File: config.mk
export PLATFORM = sky130hd
export DESIGN_NAME = lcms_charge_sequencer
export DESIGN_NICKNAME = d
export VERILOG_FILES = /design/src/lcms_pkg.sv /design/src/lcms_charge_sequencer.sv /design/src/lcms_status_tx.sv
export VERILOG_INCLUDE_DIRS = /design/src
export SDC_FILE = /design/constraint.sdc
export NUM_CORES = 1
export LEC_CHECK = 0
export BUFFER_PORTS_ARGS = -buffer_cell sky130_fd_sc_hd__buf_4
export CELL_PAD_IN_SITES_DETAIL_PLACEMENT = 1
export CELL_PAD_IN_SITES_GLOBAL_PLACEMENT = 2
export CORE_MARGIN = 2
export CORE_UTILIZATION = 34
export DETAILED_ROUTE_END_ITERATION = 6
export PLACE_DENSITY = 0.78
export RECOVER_POWER = 25
export SKIP_LAST_GASP = 1
export SYNTH_ARGS = -nofsm -noshare
export SYNTH_HDL_FRONTEND = slang
export SYNTH_HIERARCHICAL = 1
export SYNTH_SLANG_ARGS = --single-unit
File: constraint.sdc
create_clock -name clk -period 2.7 [get_ports clk]
set_clock_uncertainty 0.1 [all_clocks]
set_input_delay 0.135 -clock clk [delete_from_list [all_inputs] [get_ports clk]]
set_output_delay 0.135 -clock clk [all_outputs]
set_load 0.01 [all_outputs]
File: src/lcms_consts.svh
// timing, level and status-code constants of the charge mode sequencer
`ifndef LCMS_CONSTS_SVH
`define LCMS_CONSTS_SVH
`define LCMS_CLK_HZ 40000000
`define LCMS_REQ_MIN_NS 200
`define LCMS_REQ_MIN_CYC ((`LCMS_REQ_MIN_NS * (`LCMS_CLK_HZ / 1000000) + 999) / 1000)
`define LCMS_DATA_HZ 20000
`define LCMS_BIT_CYC (`LCMS_CLK_HZ / `LCMS_DATA_HZ)
`define LCMS_FRAME_BITS 5
`define LCMS_PCT_OFF 7'h00
`define LCMS_PCT_FULL 7'h64
`define LCMS_PCT_TRICKLE 7'h0a
`define LCMS_PCT_THERMAL 7'h2c
`define LCMS_REG_MV 13'h1068
`define LCMS_RCH_DROP_MV 13'h0064
`define LCMS_CODE_CHECK 4'h0
`define LCMS_CODE_PRECOND 4'h1
`define LCMS_CODE_FASTCC 4'h2
`define LCMS_CODE_THERMAL 4'h3
`define LCMS_CODE_CONSTV 4'h4
`define LCMS_CODE_DONE 4'h5
`define LCMS_CODE_NOINPUT 4'h6
`define LCMS_CODE_DISABLED 4'h7
`define LCMS_CODE_OVERVOLT 4'h8
`define LCMS_CODE_DIEHOT 4'h9
`define LCMS_CODE_CELLTEMP 4'ha
`define LCMS_CODE_NOCELL 4'hb
`endif

File: src/lcms_pkg.sv
// types shared by the charge mode sequencer and its status transmitter
package lcms_pkg;
   typedef enum logic [2:0] {ST_SLEEP, ST_CHECK, ST_PRECOND, ST_FASTCC, ST_CONSTV, ST_DONE, ST_FAULT} lcms_mode_t;
   typedef enum logic [1:0] {TX_IDLE, TX_REQ, TX_WAIT, TX_SEND} lcms_tx_phase_t;
   // comparator outputs, all asynchronous to clk
   typedef struct packed {
      logic adpOk;
      logic enable;
      logic tempOk;
      logic cellPresent;
      logic belowPrecond;
      logic atRegulation;
      logic belowTerm;
      logic belowRecharge;
      logic overVoltage;
      logic dieLoopIn;
      logic dieLoopOut;
      logic dieShutdown;
   } lcms_cmp_t;
   // analog loop commands
   typedef struct packed {
      logic [6:0] pct;
      logic cvOn;
      logic [12:0] regMv;
      logic [12:0] rchMv;
   } lcms_drive_t;
   typedef struct packed {
      lcms_cmp_t sync1;
      lcms_cmp_t sync2;
      logic reqS1;
      logic reqS2;
      lcms_mode_t mode;
      logic thermal;
      logic [3:0] code;
      lcms_drive_t drive;
      logic ledChg;
      logic ledDone;
   } lcms_seq_state_t;
   typedef struct packed {
      lcms_tx_phase_t phase;
      logic [11:0] cnt;
      logic [2:0] bitIdx;
      logic [4:0] shreg;
      logic oe;
   } lcms_tx_state_t;
endpackage

File: src/lcms_charge_sequencer.sv
// charge mode sequencer: start checks, charge modes, faults, leds, status report
`include "lcms_consts.svh"

module lcms_charge_sequencer #(
   parameter logic [11:0] BIT_CYC = 12'(`LCMS_BIT_CYC)
) (
   // clock and reset
   input wire logic clk,
   input wire logic rst_b,
   // comparator outputs from the analog front end
   input wire lcms_pkg::lcms_cmp_t cmpPins,
   // open-drain status line
   input wire logic statusIn,
   output logic statusOut,
   output logic statusOe,
   // analog loop commands
   output lcms_pkg::lcms_drive_t drive,
   // indicator leds, low lights
   output logic ledCharge_b,
   output logic ledDone_b
);
   import lcms_pkg::*;

   lcms_seq_state_t cur_reg, cur_next;
   lcms_cmp_t cmp;
   logic healthy;
   logic faultNow;
   logic [3:0] faultCode;
   logic txBusy;
   logic txOe;

   // only the second stage is ever looked at
   assign cmp = cur_reg.sync2;

   // fault causes in priority order
   always_comb begin
      faultNow = 1'b0;
      faultCode = `LCMS_CODE_CHECK;
      if (cmp.overVoltage) begin
         faultNow = 1'b1;
         faultCode = `LCMS_CODE_OVERVOLT;
      end else if (cmp.dieShutdown) begin
         faultNow = 1'b1;
         faultCode = `LCMS_CODE_DIEHOT;
      end else if (!cmp.tempOk) begin
         faultNow = 1'b1;
         faultCode = `LCMS_CODE_CELLTEMP;
      end
   end

   // supply good, enabled and no fault: the only case that may charge
   assign healthy = cmp.adpOk && cmp.enable && !faultNow;

   // next state of the whole sequencer
   always_comb begin
      cur_next = cur_reg;
      cur_next.sync1 = cmpPins;
      cur_next.sync2 = cur_reg.sync1;
      cur_next.reqS1 = !statusIn; // stored as a request so the reset value reads as an idle line
      cur_next.reqS2 = cur_reg.reqS1;

      // supply loss and disable override everything, even faults
      if (!cmp.adpOk) begin
         cur_next.mode = ST_SLEEP;
         cur_next.code = `LCMS_CODE_NOINPUT;
      end else if (!cmp.enable) begin
         cur_next.mode = ST_SLEEP;
         cur_next.code = `LCMS_CODE_DISABLED;
      end else if (faultNow) begin
         cur_next.mode = ST_FAULT;
         cur_next.code = faultCode;
      end else begin
         case (cur_reg.mode)
            ST_SLEEP: begin
               // supply back: reassess the cell from scratch
               cur_next.mode = ST_CHECK;
               cur_next.code = `LCMS_CODE_CHECK;
            end
            ST_FAULT: begin
               // fault gone, resume in the mode the cell calls for
               cur_next.mode = ST_CHECK;
               cur_next.code = `LCMS_CODE_CHECK;
            end
            ST_CHECK: begin
               if (!cmp.cellPresent) begin
                  cur_next.code = `LCMS_CODE_NOCELL;
               end else if (cmp.belowPrecond) begin
                  cur_next.mode = ST_PRECOND;
                  cur_next.code = `LCMS_CODE_PRECOND;
               end else if (cmp.atRegulation) begin
                  cur_next.mode = ST_CONSTV;
                  cur_next.code = `LCMS_CODE_CONSTV;
               end else begin
                  cur_next.mode = ST_FASTCC;
                  cur_next.code = `LCMS_CODE_FASTCC;
               end
            end
            ST_PRECOND: begin
               if (!cmp.belowPrecond) begin
                  cur_next.mode = ST_FASTCC;
                  cur_next.code = `LCMS_CODE_FASTCC;
               end
            end
            ST_FASTCC: begin
               if (cmp.atRegulation) begin
                  cur_next.mode = ST_CONSTV;
                  cur_next.code = `LCMS_CODE_CONSTV;
               end else begin
                  cur_next.code = cur_reg.thermal ? `LCMS_CODE_THERMAL : `LCMS_CODE_FASTCC;
               end
            end
            ST_CONSTV: begin
               if (cmp.belowTerm) begin
                  cur_next.mode = ST_DONE;
                  cur_next.code = `LCMS_CODE_DONE;
               end
            end
            ST_DONE: begin
               if (cmp.belowRecharge) begin
                  cur_next.mode = ST_CHECK;
                  cur_next.code = `LCMS_CODE_CHECK;
               end
            end
            default: begin
               cur_next.mode = ST_SLEEP;
               cur_next.code = `LCMS_CODE_NOINPUT;
            end
         endcase
      end

      // thermal loop with hysteresis: enter above loop-in, leave below loop-out
      if (cur_next.mode != ST_FASTCC) begin
         cur_next.thermal = 1'b0;
      end else if (cmp.dieLoopIn) begin
         cur_next.thermal = 1'b1;
      end else if (cmp.dieLoopOut) begin
         cur_next.thermal = 1'b0;
      end

      // drive commands follow the next mode so they change with it
      cur_next.drive.pct = `LCMS_PCT_OFF;
      cur_next.drive.cvOn = 1'b0;
      cur_next.drive.regMv = `LCMS_REG_MV;
      cur_next.drive.rchMv = cur_reg.drive.rchMv;
      case (cur_next.mode)
         ST_PRECOND: cur_next.drive.pct = `LCMS_PCT_TRICKLE;
         ST_FASTCC: begin
            // reduced step only; finer creep-back is left to the analog loop
            cur_next.drive.pct = cur_next.thermal ? `LCMS_PCT_THERMAL : `LCMS_PCT_FULL;
         end
         ST_CONSTV: begin
            cur_next.drive.pct = `LCMS_PCT_FULL;
            cur_next.drive.cvOn = 1'b1;
         end
         ST_DONE: begin
            // recharge level is the regulation point less the recharge drop
            cur_next.drive.rchMv = `LCMS_REG_MV - `LCMS_RCH_DROP_MV;
         end
         default: cur_next.drive.pct = `LCMS_PCT_OFF;
      endcase

      // leds: charging, done, both lit on fault
      cur_next.ledChg = 1'b0;
      cur_next.ledDone = 1'b0;
      case (cur_next.mode)
         ST_PRECOND, ST_FASTCC, ST_CONSTV: cur_next.ledChg = 1'b1;
         ST_DONE: cur_next.ledDone = 1'b1;
         ST_FAULT: begin
            cur_next.ledChg = 1'b1;
            cur_next.ledDone = 1'b1;
         end
         default: cur_next.ledChg = 1'b0;
      endcase
   end

   // one register for the whole state
   always_ff @(posedge clk) begin
      if (!rst_b) begin
         cur_reg <= '0;
      end else begin
         cur_reg <= cur_next;
      end
   end

   // serial status report; own drive is ignored by the shifter while it sends
   lcms_status_tx #(
      .BIT_CYC(BIT_CYC),
      .REQ_CYC(12'(`LCMS_REQ_MIN_CYC))
   ) u_tx (
      .clk(clk),
      .rst_b(rst_b),
      .lineLow(cur_reg.reqS2),
      .code(cur_reg.code),
      .lineOe(txOe),
      .busy(txBusy)
   );

   // outputs
   assign statusOut = 1'b0;
   assign statusOe = txOe;
   assign drive = cur_reg.drive;
   assign ledCharge_b = !cur_reg.ledChg;
   assign ledDone_b = !cur_reg.ledDone;

   // helper: position inside one report bit, wrapping at the bit period on its own
   logic [11:0] astBitCnt;
   always_ff @(posedge clk) begin
      if (!rst_b || !txBusy || astBitCnt == BIT_CYC - 12'h001) begin
         astBitCnt <= 12'h000;
      end else begin
         astBitCnt <= astBitCnt + 12'h001;
      end
   end

   AST_NO_START_LOW_SUPPLY: assert property (@(posedge clk) disable iff (!rst_b)
      (cur_reg.mode == ST_CHECK && !cmp.adpOk) |=> (cur_reg.mode == ST_SLEEP && drive.pct == `LCMS_PCT_OFF))
      else $error("charge started below lockout");

   AST_TEMP_GATE: assert property (@(posedge clk) disable iff (!rst_b)
      (cur_reg.mode == ST_CHECK && !cmp.tempOk) |=> !(cur_reg.mode inside {ST_PRECOND, ST_FASTCC, ST_CONSTV}))
      else $error("charge started outside temperature window");

   AST_PRECOND_ENTRY: assert property (@(posedge clk) disable iff (!rst_b)
      (cur_reg.mode == ST_CHECK && healthy && cmp.cellPresent && cmp.belowPrecond)
      |=> (cur_reg.mode == ST_PRECOND && drive.pct == `LCMS_PCT_TRICKLE))
      else $error("low cell did not enter preconditioning");

   AST_TRICKLE_LEVEL: assert property (@(posedge clk) disable iff (!rst_b)
      (cur_reg.mode == ST_PRECOND) |-> (drive.pct == `LCMS_PCT_TRICKLE && ledCharge_b == 1'b0))
      else $error("trickle level wrong");

   AST_PRECOND_EXIT: assert property (@(posedge clk) disable iff (!rst_b)
      (cur_reg.mode == ST_PRECOND && healthy && !cmp.belowPrecond) |=> (cur_reg.mode == ST_FASTCC))
      else $error("preconditioning did not end");

   AST_CC_TO_CV: assert property (@(posedge clk) disable iff (!rst_b)
      (cur_reg.mode == ST_FASTCC && healthy && cmp.atRegulation) |=> (cur_reg.mode == ST_CONSTV && drive.cvOn))
      else $error("no switch to constant voltage");

   AST_CV_SETPOINT: assert property (@(posedge clk) disable iff (!rst_b)
      drive.cvOn |-> (cur_reg.mode == ST_CONSTV && drive.regMv == `LCMS_REG_MV))
      else $error("voltage loop setpoint wrong");

   AST_TERMINATE: assert property (@(posedge clk) disable iff (!rst_b)
      (cur_reg.mode == ST_CONSTV && healthy && cmp.belowTerm)
      |=> (cur_reg.mode == ST_DONE && drive.pct == `LCMS_PCT_OFF && !ledDone_b))
      else $error("charge not terminated");

   AST_RECHARGE: assert property (@(posedge clk) disable iff (!rst_b)
      (cur_reg.mode == ST_DONE && healthy && cmp.belowRecharge) |=> cur_reg.mode == ST_CHECK ##1
      (cur_reg.mode != ST_DONE))
      else $error("recharge did not start");

   AST_RCH_LEVEL: assert property (@(posedge clk) disable iff (!rst_b)
      (cur_reg.mode == ST_DONE) |-> (drive.rchMv == `LCMS_REG_MV - `LCMS_RCH_DROP_MV))
      else $error("recharge level wrong");

   AST_SUPPLY_LOSS: assert property (@(posedge clk) disable iff (!rst_b)
      (!cmp.adpOk) |=> (cur_reg.mode == ST_SLEEP && cur_reg.code == `LCMS_CODE_NOINPUT))
      else $error("no sleep on supply loss");

   AST_RESUME: assert property (@(posedge clk) disable iff (!rst_b)
      (cur_reg.mode == ST_SLEEP && healthy) |=> (cur_reg.mode == ST_CHECK))
      else $error("no resume after supply recovery");

   AST_THERMAL_CUT: assert property (@(posedge clk) disable iff (!rst_b)
      (cur_reg.mode == ST_FASTCC && cmp.dieLoopIn && healthy && !cmp.atRegulation)
      |=> (drive.pct == `LCMS_PCT_THERMAL))
      else $error("thermal loop did not cut current");

   AST_THERMAL_RESTORE: assert property (@(posedge clk) disable iff (!rst_b)
      (cur_reg.mode == ST_FASTCC && cmp.dieLoopOut && !cmp.dieLoopIn && healthy && !cmp.atRegulation)
      |=> (drive.pct == `LCMS_PCT_FULL))
      else $error("full current not restored");

   AST_FAULT_STOP: assert property (@(posedge clk) disable iff (!rst_b)
      (cmp.adpOk && cmp.enable && (cmp.overVoltage || cmp.dieShutdown))
      |=> (cur_reg.mode == ST_FAULT && drive.pct == `LCMS_PCT_OFF))
      else $error("fault did not stop charging");

   AST_CELL_HOT: assert property (@(posedge clk) disable iff (!rst_b)
      (cmp.adpOk && cmp.enable && !cmp.tempOk) |=> (drive.pct == `LCMS_PCT_OFF))
      else $error("cell temperature fault ignored");

   AST_FAULT_REPORT: assert property (@(posedge clk) disable iff (!rst_b)
      (cur_reg.mode == ST_FAULT) |-> (!ledCharge_b && !ledDone_b && cur_reg.code >= `LCMS_CODE_OVERVOLT))
      else $error("fault not reported");

   AST_CODE_RANGE: assert property (@(posedge clk) disable iff (!rst_b)
      cur_reg.code <= `LCMS_CODE_NOCELL)
      else $error("status code out of range");

   AST_BIT_RATE: assert property (@(posedge clk) disable iff (!rst_b)
      (txBusy && $changed(txOe)) |-> (astBitCnt == 12'h000))
      else $error("report bit edge off the bit period");

   AST_START_BIT: assert property (@(posedge clk) disable iff (!rst_b)
      $rose(txBusy) |-> txOe)
      else $error("report frame without start bit");

   AST_NO_CELL_WAIT: assert property (@(posedge clk) disable iff (!rst_b)
      (cur_reg.mode == ST_CHECK && healthy && !cmp.cellPresent)
      |=> (cur_reg.mode == ST_CHECK && cur_reg.code == `LCMS_CODE_NOCELL && drive.pct == `LCMS_PCT_OFF))
      else $error("charging without a cell");

   AST_LED_IDLE: assert property (@(posedge clk) disable iff (!rst_b)
      (cur_reg.mode inside {ST_SLEEP, ST_CHECK}) |-> (ledCharge_b && ledDone_b))
      else $error("led lit while not charging");

   AST_PRECOND_ORDER: assert property (@(posedge clk) disable iff (!rst_b)
      (cur_reg.mode == ST_PRECOND) |=> !(cur_reg.mode inside {ST_CHECK, ST_CONSTV, ST_DONE}))
      else $error("preconditioning skipped fast charge");

   AST_CV_ORDER: assert property (@(posedge clk) disable iff (!rst_b)
      (cur_reg.mode == ST_CONSTV) |=> !(cur_reg.mode inside {ST_CHECK, ST_PRECOND, ST_FASTCC}))
      else $error("constant voltage stepped backwards");

   AST_SYNC_DELAY: assert property (@(posedge clk) disable iff (!rst_b)
      (cur_reg.mode == ST_FASTCC && $rose(cmpPins.overVoltage) && cmpPins.adpOk) |=> (cur_reg.mode != ST_FAULT))
      else $error("raw comparator used without synchroniser");
endmodule // lcms_charge_sequencer

File: src/lcms_status_tx.sv
// serial status report: request pulse detect and bit shifter
`include "lcms_consts.svh"

module lcms_status_tx #(
   parameter logic [11:0] BIT_CYC = 12'(`LCMS_BIT_CYC),
   parameter logic [11:0] REQ_CYC = 12'(`LCMS_REQ_MIN_CYC)
) (
   // clock and reset
   input wire logic clk,
   input wire logic rst_b,
   // synchronised line level and code to report
   input wire logic lineLow,
   input wire logic [3:0] code,
   // open-drain drive
   output logic lineOe,
   output logic busy
);
   import lcms_pkg::*;
   lcms_tx_state_t cur_reg, cur_next;

   // request low long enough, wait for release, then start bit and code msb first
   always_comb begin
      cur_next = cur_reg;
      case (cur_reg.phase)
         TX_IDLE: begin
            cur_next.cnt = 12'h000;
            if (lineLow) begin
               cur_next.phase = TX_REQ;
               cur_next.cnt = 12'h001;
            end
         end
         TX_REQ: begin
            if (!lineLow) begin
               cur_next.phase = TX_IDLE;
            end else if (cur_reg.cnt >= REQ_CYC - 12'h001) begin
               cur_next.phase = TX_WAIT;
            end else begin
               cur_next.cnt = cur_reg.cnt + 12'h001;
            end
         end
         TX_WAIT: begin
            // code latched at release so it is current when sent
            if (!lineLow) begin
               cur_next.phase = TX_SEND;
               cur_next.shreg = {1'b0, code};
               cur_next.bitIdx = 3'h0;
               cur_next.cnt = 12'h000;
               cur_next.oe = 1'b1;
            end
         end
         TX_SEND: begin
            if (cur_reg.cnt == BIT_CYC - 12'h001) begin
               cur_next.cnt = 12'h000;
               if (cur_reg.bitIdx == 3'(`LCMS_FRAME_BITS - 1)) begin
                  cur_next.phase = TX_IDLE;
                  cur_next.oe = 1'b0;
               end else begin
                  cur_next.bitIdx = cur_reg.bitIdx + 3'h1;
                  cur_next.shreg = {cur_reg.shreg[3:0], 1'b0};
                  cur_next.oe = !cur_reg.shreg[3];
               end
            end else begin
               cur_next.cnt = cur_reg.cnt + 12'h001;
            end
         end
         default: cur_next.phase = TX_IDLE;
      endcase
   end

   always_ff @(posedge clk) begin
      if (!rst_b) begin
         cur_reg <= '0;
      end else begin
         cur_reg <= cur_next;
      end
   end

   assign lineOe = cur_reg.oe;
   assign busy = (cur_reg.phase == TX_SEND);
endmodule // lcms_status_tx

==> metrics.md <==
| Metric | Value |
|---|---|
| Post-route ant nets | 0 |
| Top Layer Used | met4 |
| Max cap viols | 1 |
| Congestion Overflow GR | 0 |
| Distinct cells, synth | 53 |
| Main combinational cell family by area after synthesis | simple AND/OR/NAND/NOR gates |
| LEAKAGE | 1.37 nW |
| Flop-to-flop setup slack | 0.27 ns |
| Total GRT Usage | 13.5% |
| Slew Viols, Final | 50 |
| Sequence of cells on the critical path | or4b_4 > o41ai_4 > o211ai_2 > or4_1 > a21oi_1 |
| Chip width | 98.1 um |
| Synth Area in Simple Gates | 24.3% |
| Critical Path Sink Type | flop |
| Vias in the first global route | 2217 |
| Type of origin of the critical path | flop |
| Clk slew on worst S/H paths | 0.07 ns |
| Root buf cell | clkbuf_8 |
| Hpwl dp | 4310 um |
| Reg-to-Reg End | u_tx/cur_reg[17]$_SDFFE_PN0P_ |
| Worst path bufs/invs | 0 |
| Final #Nets | 381 |
| Final critical-path required period | 2.43 ns |
| Worst Hold Depth | 1 |
| CP max stage delay | 0.52 ns |
| Final setup violation count | 0 |
| WS Path Type | reg2reg |
| Met3 wire len | 239 um |
| Status | finished, violations left |
| Area contributors post-synth | dfxtp_1 43%, buf_4 9.0%, and2_1 6.2% |
| CP top delay family | simple AND/OR/NAND/NOR gates |
| Syn Inst Count | 331 |
| Reg2reg start | cur_reg[44]$_SDFF_PN0_ |
| Post-synth ARST share | 0% |
| Routability Congestion | 0.819 |
| Register bit total from synthesis | 65 |
| Final WL | 6280 um |
| Hold Path End | cmp[6]$_SDFF_PN0_ |
| Die height | 98.1 um |
| Max reg flops | 20 |
| First-pass GRT wire length | 10600 um |
| Top-Level Pins | 53 |
| Later-pin clock latency in the skew report | 0.34 ns |
| Hold path start | cur_next[52]$_SDFF_PN0_ |
| 1st-iter DRT viols | 124 |
| Die area | 0.00963 mm^2 |
| Htree depth | 3 |
| Synth Area in Adders | 1.25% |
| Worst EP required | 2.86 ns |
| Prevailing post-synth register cell | dfxtp_1 |
| Top post-synthesis cells by count | 65 x dfxtp_1, 36 x buf_4, 30 x and2_1, 23 x nor2_1, 19 x nand2_1 |
| Measured slew at the worst slew-check pin | 1.61 ns |
| Count of clock tree sinks | 65 |
| Share of layout cells above drive strength 1 | 15.5% |
| RSZ-0062 raised after global routing | no |
| Power Density | 589 mW/mm^2 |
| CTS Buffer Depth | 2 |
| Failing checks | capacitance limit, slew limit |
| Min-delay worst type | reg2reg |
| Drt drc | 0 |
| Mapped Avg Cell Area | 9.10 um^2 |
| CTS tree | done |
| Register area share after synthesis | 43.2% |
| Met2 WL | 2780 um |
| Ant. Diodes | 0 |
| Arrival time at the worst endpoint | 2.59 ns |
| Port bufs | 29 |
| CP Max Fanout | 7 |
| Leading area contributor after synthesis | dfxtp_1 |
| CP max stage cell | or4b_4 |
| Fin crit share | 90.0% |
| Share of the synthesized area in the top cell type | 43.2% |
| Pin count of the biggest net entering global routing | 50 |
| R2R depth | 5 |
| Area grow syn2layout | 16.0% |
| Total number of yosys warnings | 6 |
| Vias per inst | 4.85 |
| Post-Synth XOR/XNOR Area | 1.45% |
| Routed via count | 2310 |
| Final Hold Viols | 0 |
| EDFF count, synth | 0 |
| Max frequency | 411 MHz |
| FP Rows | 34 |
| Mapped Area | 0.00301 mm^2 |
| Total CTS buffers | 9 |
| Initial core utilization | 34.9% |
| Cell with the most instances after synthesis | dfxtp_1 |
| Core area | 0.00864 mm^2 |
| Mux cell area share after synthesis | 2.33% |
| Max IR drop VDD | 319 uV |
| Worst slew margin | -7.21% |
| Final Hold Slack | 0.336 ns |
| Wl on met1 | 3170 um |
| Initial antenna violation count | 0 |
| Setup_tns | 0 ns |
| Routed len/inst | 13.2 um |
| Power Total | 0.00206 W |
| Synth Area in Compound Gates | 15.4% |
| Pre-antenna DRT Iters | 4 |
==> cells in the final DEF (no fill, tap or decap), drive strengths merged, types with 7 or more instances in the layout <==
| master | instances |
|---|---|
| dfxtp | 65 |
| o21ai | 19 |
| nand2 | 19 |
| and2 | 30 |
| inv | 13 |
| buf | 29 |
| nand3 | 15 |
| dlygate4sd3 | 13 |
| or3 | 9 |
| a21oi | 17 |
| mux2i | 7 |
| nor2 | 23 |
| clkbuf | 11 |
| conb | 23 |
==> power by group <==
part | switching (W) | internal (W) | leakage, nW
sequential | 0.0000164 | 0.000983 | 0.531
clock | 0.000395 | 0.000548 | 0.113
combinational | 0.0000600 | 0.0000547 | 0.725
total | 0.000472 | 0.00159 | 1.37
==> through the flow <==
stage | area (um^2) | utilization, % | std cells | setup slack, ns
2_1_floorplan | 3090 | - | 353 | 0.480
3_3_place_gp | 3140 | 36.4 | 447 | 0.374
3_5_place_dp | 3140 | 36.4 | 447 | 0.286
4_1_cts | 3500 | 40.5 | 476 | 0.260
5_1_grt | 3490 | 40.5 | 476 | 0.0610
6_report | 3490 | 40.5 | 476 | 0.269
==> worst max-delay path by stage <==
stage / start / end / slack, ns / cells past startpoint
after global routing: rst_b / drive[33]$_SDFF_PN0_ / 0.06 / 5
final: cur_reg[44]$_SDFF_PN0_ / u_tx/cur_reg[17]$_SDFFE_PN0P_ / 0.27 / 5
after floorplan: cur_reg[44]$_SDFF_PN0_ / u_tx/cur_reg[14]$_SDFFE_PN0P_ / 0.48 / 5
after detailed placement: cur_reg[44]$_SDFF_PN0_ / u_tx/cur_reg[17]$_SDFFE_PN0P_ / 0.29 / 5
after global placement: cur_reg[44]$_SDFF_PN0_ / u_tx/cur_reg[19]$_SDFFE_PN0P_ / 0.37 / 5
after CTS: cur_reg[44]$_SDFF_PN0_ / u_tx/cur_reg[17]$_SDFFE_PN0P_ / 0.26 / 5
==> area by class of cell <==
cell class / instances / area, um^2
clock inverters: 6 / 90.1
clock buffers: 10 / 138
well taps: 108 / 135
inverters: 12 / 45.0
multi-input cells: 232 / 1430
flip-flops and latches: 65 / 1300
fillers: 1015 / 5140
repair buffers: 43 / 352
==> kinds of logic after synthesis <==
logic type,count (synthesis)
other,1
XOR/XNOR,5
AND/OR/NAND/NOR,131
flip-flops,65
AO/OA/AOI/OAI,63
adder cells (fa/ha/maj),3
buffers and inverters,56
multiplexers,7
==> what timing repair did <==
action | in CTS | in global routing
resized for setup | 0 | 0
buffers inserted | 0 | 0
hold buffers | 13 | 0
endpoints found under the hold margin | 13 | 0
==> metal layers <==
layer  track usage, %  vias to the layer above
met5                0                        -
met4             4.27                        0
met3             3.87                        7
met2             21.5                       42
met1             17.6                     1105
li1                 -                     1156
No activity file was read; power rests on OpenSTA's default activity.
